## config.mk

```make
export PLATFORM = sky130hd
export DESIGN_NAME = wr_cmd
export DESIGN_NICKNAME = d
export VERILOG_FILES = /design/src/design/wr_cmd_pkg.sv /design/src/design/coil_merge.sv /design/src/design/wr_cmd.sv
export SDC_FILE = /design/constraint.sdc
export NUM_CORES = 1
export LEC_CHECK = 0
export BUFFER_PORTS_ARGS = -buffer_cell sky130_fd_sc_hd__buf_2
export CAP_MARGIN = 15
export CORE_MARGIN = 2
export CORE_UTILIZATION = 60
export CTS_BUF_LIST = sky130_fd_sc_hd__clkbuf_8
export DETAILED_ROUTE_END_ITERATION = 6
export GPL_TIMING_DRIVEN = 0
export PLACE_DENSITY = 0.77
export SLEW_MARGIN = 5
export SYNTH_ARGS = -nofsm -noshare
export SYNTH_HDL_FRONTEND = slang
export SYNTH_SLANG_ARGS = --single-unit
```

## constraint.sdc

```tcl
create_clock -name clk_sys -period 11.39 [get_ports clk_sys]
set_input_delay 2.278 -clock clk_sys [delete_from_list [all_inputs] [get_ports clk_sys]]
set_output_delay 2.278 -clock clk_sys [all_outputs]
set_load 0.01 [all_outputs]
```

## src/design/wr_cmd_pkg.sv

```systemverilog
/*
  constants shared by the write command handler: function codes, header
  layout, output counts and reset values.
  assumes a byte stream of complete Modbus/TCP frames from the link side.
*/
package wr_cmd_pkg;
  // ----------------------------------------
  // function and exception codes
  // ----------------------------------------
  localparam logic [7:0] FC_WR_REG   = 8'h06;
  localparam logic [7:0] FC_WR_COILS = 8'h0F;
  localparam logic [7:0] FC_WR_REGS  = 8'h10;
  localparam logic [7:0] EXC_FLAG    = 8'h80;
  localparam logic [7:0] EXC_FUNC    = 8'h01;
  localparam logic [7:0] EXC_ADDR    = 8'h02;
  localparam logic [7:0] EXC_VALUE   = 8'h03;
  // ----------------------------------------
  // frame layout (byte positions, frame and reply lengths)
  // ----------------------------------------
  localparam int         POS_LEN_LO  = 5;
  localparam int         POS_FC      = 7;
  localparam int         POS_ADR_HI  = 8;
  localparam int         POS_ADR_LO  = 9;
  localparam int         POS_QTY_HI  = 10;
  localparam int         POS_QTY_LO  = 11;
  localparam int         POS_BCOUNT  = 12;
  localparam int         POS_DATA    = 13;
  localparam int         FRAME_MAX   = 64;
  localparam logic [7:0] LEN_ECHO    = 8'h06;
  localparam logic [7:0] LEN_EXC     = 8'h03;
  localparam int         RESP_FULL   = 12;
  localparam int         RESP_EXC    = 9;
  // ----------------------------------------
  // outputs
  // ----------------------------------------
  localparam int          NUM_AO     = 2;
  localparam int          NUM_DO     = 8;
  localparam logic [15:0] AO_RESET   = 16'h0000;
  localparam logic [7:0]  DO_RESET   = 8'h00;
  typedef logic [5:0] idx_t;
endpackage

```

## src/design/coil_merge.sv

```systemverilog
/*
  merges packed coil bits into the digital output image.
  assumes start and quantity already checked against the output count.
*/
`timescale 1ns/100ps
module coil_merge
(
  input  wire logic [7:0] cur,
  input  wire logic [7:0] packed_bits,
  input  wire logic [7:0] start,
  input  wire logic [7:0] qty,
  output logic      [7:0] merged
);
  // ----------------------------------------
  // merge
  // ----------------------------------------
  always_comb
  begin
    merged = cur;
    for (int i = 0; i < wr_cmd_pkg::NUM_DO; i++)
    begin
      // bit k of the data lands on output start+k, lsb first
      if (i >= int'(start) && i < int'(start) + int'(qty))
        merged[i] = packed_bits[i - int'(start)];
    end
  end
endmodule

```

## src/design/wr_cmd.sv

```systemverilog
/*
  write command handler: takes a Modbus/TCP request byte stream, applies
  single register, multiple coil and multiple register writes, streams
  the reply.
  assumes rx_last marks the final byte of a frame; tx_ready from the link.
*/
`timescale 1ns/100ps
module wr_cmd
(
  input  wire logic        clk_sys,
  input  wire logic        rst_n,
  input  wire logic        clk_en,
  input  wire logic        rx_valid,
  input  wire logic [7:0]  rx_data,
  input  wire logic        rx_last,
  output logic             rx_ready,
  output logic             tx_valid,
  output logic [7:0]       tx_data,
  output logic             tx_last,
  input  wire logic        tx_ready,
  output logic [15:0]      analog_output_zero,
  output logic [15:0]      analog_output_one,
  output logic [7:0]       digital_outputs
);
  typedef enum logic [3:0]
  {
    ST_RX   = 4'b0001,
    ST_EXEC = 4'b0010,
    ST_TX   = 4'b0100,
    ST_DRAIN = 4'b1000
  } state_e;

  state_e      state;
  state_e      next_state;
  logic [7:0]  frame [wr_cmd_pkg::FRAME_MAX];
  wr_cmd_pkg::idx_t cnt;
  wr_cmd_pkg::idx_t next_cnt;
  wr_cmd_pkg::idx_t tx_len;
  wr_cmd_pkg::idx_t next_tx_len;
  logic [7:0]  exc_code;
  logic [7:0]  next_exc_code;
  logic [15:0] ao [wr_cmd_pkg::NUM_AO];
  logic [15:0] next_ao [wr_cmd_pkg::NUM_AO];
  logic [7:0]  dout;
  logic [7:0]  next_dout;
  logic [7:0]  coil_img;
  logic [7:0]  tx_byte;
  logic [7:0]  next_tx_byte;

  // ----------------------------------------
  // helpers
  // ----------------------------------------
  function automatic logic [15:0] word_at(input int pos);
    // high byte first on the wire
    word_at = {frame[pos], frame[pos + 1]};
  endfunction

  function automatic logic range_ok(input logic [15:0] start, input logic [15:0] qty,
                                    input int lim);
    range_ok = (qty != 16'h0000) && (32'(start) + 32'(qty) <= 32'(lim));
  endfunction

  logic [7:0]  fc;
  logic [15:0] adr;
  logic [15:0] qty;
  assign fc  = frame[wr_cmd_pkg::POS_FC];
  assign adr = word_at(wr_cmd_pkg::POS_ADR_HI);
  assign qty = word_at(wr_cmd_pkg::POS_QTY_HI);

  coil_merge u_merge
  (
    .cur         (dout),
    .packed_bits (frame[wr_cmd_pkg::POS_DATA]),
    .start       (adr[7:0]),
    .qty         (qty[7:0]),
    .merged      (coil_img)
  );

  // ----------------------------------------
  // frame store
  // ----------------------------------------
  // only one frame held: the receiver stalls until the reply is out
  always_ff @(posedge clk_sys or negedge rst_n)
  begin
    if (!rst_n)
    begin
      for (int i = 0; i < wr_cmd_pkg::FRAME_MAX; i++)
        frame[i] <= 8'h00;
    end
    else if (clk_en && state == ST_RX && rx_valid && int'(cnt) < wr_cmd_pkg::FRAME_MAX)
      frame[cnt] <= rx_data;
  end

  // ----------------------------------------
  // control and outputs
  // ----------------------------------------
  always_comb
  begin
    next_state    = state;
    next_cnt      = cnt;
    next_tx_len   = tx_len;
    next_exc_code = exc_code;
    next_ao       = ao;
    next_dout     = dout;
    next_tx_byte  = tx_byte;
    case (state)
      ST_RX:
      begin
        if (rx_valid)
        begin
          next_cnt = cnt + 6'd1;
          if (rx_last)
          begin
            next_state = ST_EXEC;
            next_cnt   = '0;
          end
          else if (int'(cnt) == wr_cmd_pkg::FRAME_MAX - 1)
          begin
            next_state = ST_DRAIN;
            next_cnt   = '0;
          end
        end
      end
      ST_DRAIN:
      begin
        // oversize frame is thrown away without a reply
        if (rx_valid && rx_last)
          next_state = ST_RX;
      end
      ST_EXEC:
      begin
        next_state    = ST_TX;
        next_exc_code = 8'h00;
        next_tx_len   = 6'(wr_cmd_pkg::RESP_FULL);
        if (fc == wr_cmd_pkg::FC_WR_REG)
        begin
          // address zero is the first analog output
          if (range_ok(adr, 16'h0001, wr_cmd_pkg::NUM_AO))
            next_ao[adr[0]] = word_at(wr_cmd_pkg::POS_QTY_HI);
          else
            next_exc_code = wr_cmd_pkg::EXC_ADDR;
        end
        else if (fc == wr_cmd_pkg::FC_WR_COILS)
        begin
          if (frame[wr_cmd_pkg::POS_BCOUNT] != 8'((qty + 16'd7) >> 3) || qty == 16'h0000)
            next_exc_code = wr_cmd_pkg::EXC_VALUE;
          else if (!range_ok(adr, qty, wr_cmd_pkg::NUM_DO))
            next_exc_code = wr_cmd_pkg::EXC_ADDR;
          else
            next_dout = coil_img;
        end
        else if (fc == wr_cmd_pkg::FC_WR_REGS)
        begin
          if (frame[wr_cmd_pkg::POS_BCOUNT] != 8'(qty << 1) || qty == 16'h0000)
            next_exc_code = wr_cmd_pkg::EXC_VALUE;
          else if (!range_ok(adr, qty, wr_cmd_pkg::NUM_AO))
            next_exc_code = wr_cmd_pkg::EXC_ADDR;
          else
          begin
            for (int i = 0; i < wr_cmd_pkg::NUM_AO; i++)
            begin
              if (i >= int'(adr) && i < int'(adr) + int'(qty))
                next_ao[i] = word_at(wr_cmd_pkg::POS_DATA + 2 * (i - int'(adr)));
            end
          end
        end
        else
          next_exc_code = wr_cmd_pkg::EXC_FUNC;
        if (next_exc_code != 8'h00)
          next_tx_len = 6'(wr_cmd_pkg::RESP_EXC);
        next_cnt     = '0;
        next_tx_byte = frame[0];
      end
      ST_TX:
      begin
        if (tx_ready)
        begin
          next_cnt = cnt + 6'd1;
          if (cnt + 6'd1 == tx_len)
          begin
            next_state = ST_RX;
            next_cnt   = '0;
          end
          else
          begin
            // ids copied, length patched
            if (int'(cnt) + 1 == wr_cmd_pkg::POS_LEN_LO)
              next_tx_byte = (exc_code != 8'h00) ? wr_cmd_pkg::LEN_EXC : wr_cmd_pkg::LEN_ECHO;
            else if (int'(cnt) + 1 == wr_cmd_pkg::POS_FC && exc_code != 8'h00)
              next_tx_byte = fc | wr_cmd_pkg::EXC_FLAG;
            else if (int'(cnt) + 1 == wr_cmd_pkg::POS_ADR_HI && exc_code != 8'h00)
              next_tx_byte = exc_code;
            else
              next_tx_byte = frame[cnt + 6'd1];
          end
        end
      end
      default:
        next_state = ST_RX;
    endcase
  end

  always_ff @(posedge clk_sys or negedge rst_n)
  begin
    if (!rst_n)
    begin
      state    <= ST_RX;
      cnt      <= '0;
      tx_len   <= '0;
      exc_code <= 8'h00;
      ao[0]    <= wr_cmd_pkg::AO_RESET;
      ao[1]    <= wr_cmd_pkg::AO_RESET;
      dout     <= wr_cmd_pkg::DO_RESET;
      tx_byte  <= 8'h00;
    end
    else if (clk_en)
    begin
      state    <= next_state;
      cnt      <= next_cnt;
      tx_len   <= next_tx_len;
      exc_code <= next_exc_code;
      ao       <= next_ao;
      dout     <= next_dout;
      tx_byte  <= next_tx_byte;
    end
  end

  assign rx_ready           = clk_en && (state == ST_RX || state == ST_DRAIN);
  assign tx_valid           = clk_en && state == ST_TX;
  assign tx_last            = tx_valid && (cnt + 6'd1 == tx_len);
  assign tx_data            = tx_byte;
  assign analog_output_zero = ao[0];
  assign analog_output_one  = ao[1];
  assign digital_outputs    = dout;
endmodule

```

==> metrics.txt <==
Via density 8.385; XOR/XNOR Fraction of Synth Area 1.130%; slowest CP cell clkbuf_1; DR WL/cell 47.21 µm; sequential fraction of the synthesis area 38.79%; CP Data Required Time 12.01 ns; R2R setup slack 1.54 ns; Routed Antenna Nets 0; share of layout cells above drive strength 1 46.67%; YS warnings 0; Clock power frac 17.5%; Reg area 14390 µm²; clk root buf clkbuf_8; Net Switching 6.451 mW; Vias 31579; status complete, but fails checks; Layout Area Growth over Synthesis 12.78%; DR pass1 iterations 7; post-CTS resize count 0; Final Max Slew Viols 0; Die Area 63830 µm²; clock skew 0.02669 ns; Worst Reg-to-Reg Cells 20; flops & latches, synth 575; Post-synth EDFFs 0; crit-path cells buf_2 > buf_2 > buf_2 > inv_1 > clkbuf_1 > clkbuf_1 > ha_1 > buf_2 > buf_2 > inv_1 > ha_1 > xnor2_1 > nor2_1 > xnor2_2 > buf_8 > clkbuf_1 > mux4_2 > mux2i_1 > o21ai_0 > mux2_4; # DRC 9; GR Overflow Total 0; fin area 41830 µm²; I/O Buffers 56; CTS buffer count 99; fmax 101.5 MHz; sequential power share 21.1%; FFs w/ async S/R, synth 100.0%; worst hold path type register to register; Max-Cap Viols 0; fillers 4361; WL final 177800 µm; Worst Tran Pin Value 1.393 ns; largest family of logic cells by synthesized area multiplexers; first-pass GRT wire length 242600 µm; Die Y 252.6 µm; placed cell area 39380 µm²; r2r endpoint analog_output_zero[5]; die boundary width 252.6 µm; CTS Sinks 575; Mapped Avg Cell Area 13.93 µm²; clk_lat worst skew 0.75 ns; Max Buffers Root-to-Sink 3; CTS tree done; IO Count 65; Post-Syn Nets 2710; failing checks DRC; Setup crit end kind register; CP Class register to register; CP peak stage delay 0.85 ns; Starting DRT DRC Count 5205; Pint 5.861 mW; RSZ-0062 raised after global routing no; GPL Wtd Cong 1.114; most frequent CP cell buf_2; Synth Instances 2663; period utilisation layout 86.47%; PwrDens 294.3 nW/µm²; Critical Path End analog_output_zero[5]; area of the multi-input gates 21850 µm²; Final Total Pwr 12.31 mW; Synth Flop Type dfrtp_1; Synth Area in Adders 1.133%; net switching fraction of the power 52.40%; Simple-Gate Fraction of Synth Area 5.272%; final hold vios 0; CP arrival 10.47 ns; Compound-Gate Fraction of Synth Area 4.844%; Final Critical Period 9.849 ns; H-tree depth 3; CP Launch Type register; Leakage 18.60 nW; Synth cell types 78; mapped cell area 37090 µm²; cts hold-fix bufs 0; Row Count 91; critical path launch point adr[0]; vias in the first global route 30724; initial antenna violation count 23; Setup Fix Bufs, Post-CTS 0; initial core utilization 60.44%; GR Util All Layers 56.65%; post-synthesis mux area share 46.16%; FF-to-FF Start adr[0]; core area 61370 µm²; Combinational Power Share 61.3%; relative slew slack 7.160%; post-DP HPWL 128500 µm; Final #Nets 2940; Max VDD drop 0.1967 mV; setup violators final 0; Crit Path Max Fanout 13; Worst-path clk slew 0.07 ns; largest net degree at the start of global routing 111; WHS 0.5013 ns
-- metrics by stage --
stage	util (%)	setup TNS [ns]	std cells	setup slack (ns)
5_1_grt	68.15	0	3761	1.959
3_3_place_gp	62.51	-1952.88	3509	-3.524
6_report	68.17	0	3766	1.541
3_5_place_dp	64.16	0	3565	2.199
2_1_floorplan	-	0	2663	5.583
4_1_cts	67.79	0	3743	2.209
-- area by class of cell --
class | instances | area share (%)
multi-input combinational | 1838 | 52.23
clock inverter | 54 | 1.232
inverter | 24 | 0.2153
clock buffer | 124 | 4.080
buffer | 226 | 2.210
tap | 790 | 2.363
antenna | 6 | 0.03589
timing repair buffer | 129 | 3.236
sequential | 575 | 34.40
-- registers in the layout (all words and copies together), names as in the netlist --
signal and count:
frame 488, adr 16, analog_output_one 16, analog_output_zero 16
digital_outputs 8, fc 8, tx_data 8, cnt 6
state 4, tx_len 3, exc_code 2
-- critical path, delay by kind of cell, from the launching register on --
kind / cells / cell delay (ns)
xor+xnor: 2 / 0.81
buf+inv: 11 / 5.86
mux: 3 / 1.32
compound gates: 1 / 0.29
flops: 1 / 0.39
fa+ha+maj: 2 / 0.92
simple gates: 1 / 0.09
-- Yosys cell counts, types with 29 or more instances --
cell type / count / area (µm²)
a21oi_1: 51 / 255.2
buf_1: 53 / 198.9
buf_2: 29 / 145.1
clkbuf_1: 142 / 533.0
dfrtp_1: 574 / 14360
ha_1: 32 / 400.4
mux2_2: 551 / 6205
mux2i_1: 100 / 1001
mux4_2: 427 / 9617
nand2_1: 122 / 457.9
nand3_1: 42 / 210.2
nor2_1: 100 / 375.4
o21ai_0: 52 / 260.3
-- power groups by stage --
| stage | clock network [mW] | logic, mW | registers [mW] |
|---|---|---|---|
| 4_1_cts | 2.14 | 6.77 | 2.56 |
| 3_5_place_dp | 0 | 6.75 | 2.59 |
| 3_3_place_gp | 0 | 6.48 | 2.58 |
| 2_1_floorplan | 0 | 3.78 | 2.42 |
| 5_1_grt | 2.23 | 7.32 | 2.59 |
| 6_report | 2.16 | 7.55 | 2.60 |
-- how the worst min path moves through the flow --
stage	cells after the start	slack (ns)	end	startpoint
after floorplan	1	0.46	tx_len[3]	tx_len[3]
after global placement	1	0.48	analog_output_zero[2]	analog_output_zero[2]
after detailed placement	1	0.49	analog_output_one[2]	analog_output_one[2]
after CTS	1	0.50	analog_output_one[2]	analog_output_one[2]
after global routing	1	0.52	digital_outputs[7]	digital_outputs[7]
final	1	0.50	analog_output_one[4]	analog_output_one[4]
-- per-layer routing --
layer	part of all wire (%)	track usage (%)	vias up	routed length, µm
li1	-	-	11000	-
met5	0.46	7.645	-	816
met1	31	64.12	15737	55940
met2	38	73.08	3621	67790
met4	12	47.52	36	20760
met3	18	36.49	1185	32480
-- logic make-up after synthesis --
group	after synthesis
AOI/OAI and AO/OA	264
adders and majority gates	33
DFF	575
muxes	1098
and+or+nand+nor	396
xor gates and xnor gates	47
buffers and inverters	250
-- layout by cell type (no fill, tap or decap), types with 9 or more instances in the layout --
master / count
a31oi_1: 18
a22oi_1: 14
buf_1: 41
nor2_2: 32
clkbuf_1: 135
mux4_2: 427
nand3_1: 42
xnor2_1: 18
o211ai_1: 21
buf_8: 43
mux2i_1: 100
nor2_1: 69
dfrtp_1: 574
nor4_1: 9
buf_4: 9
xor2_1: 21
inv_1: 46
a211oi_1: 18
buf_6: 13
and2_1: 10
buf_2: 97
clkbuf_8: 124
nand2_1: 122
mux2_2: 551
ha_1: 32
nor2b_1: 22
bufinv_16: 10
mux2_4: 20
nor3_1: 20
a21oi_1: 51
clkinv_2: 13
o21ai_0: 52
No activity file was read; power rests on OpenSTA's default activity.
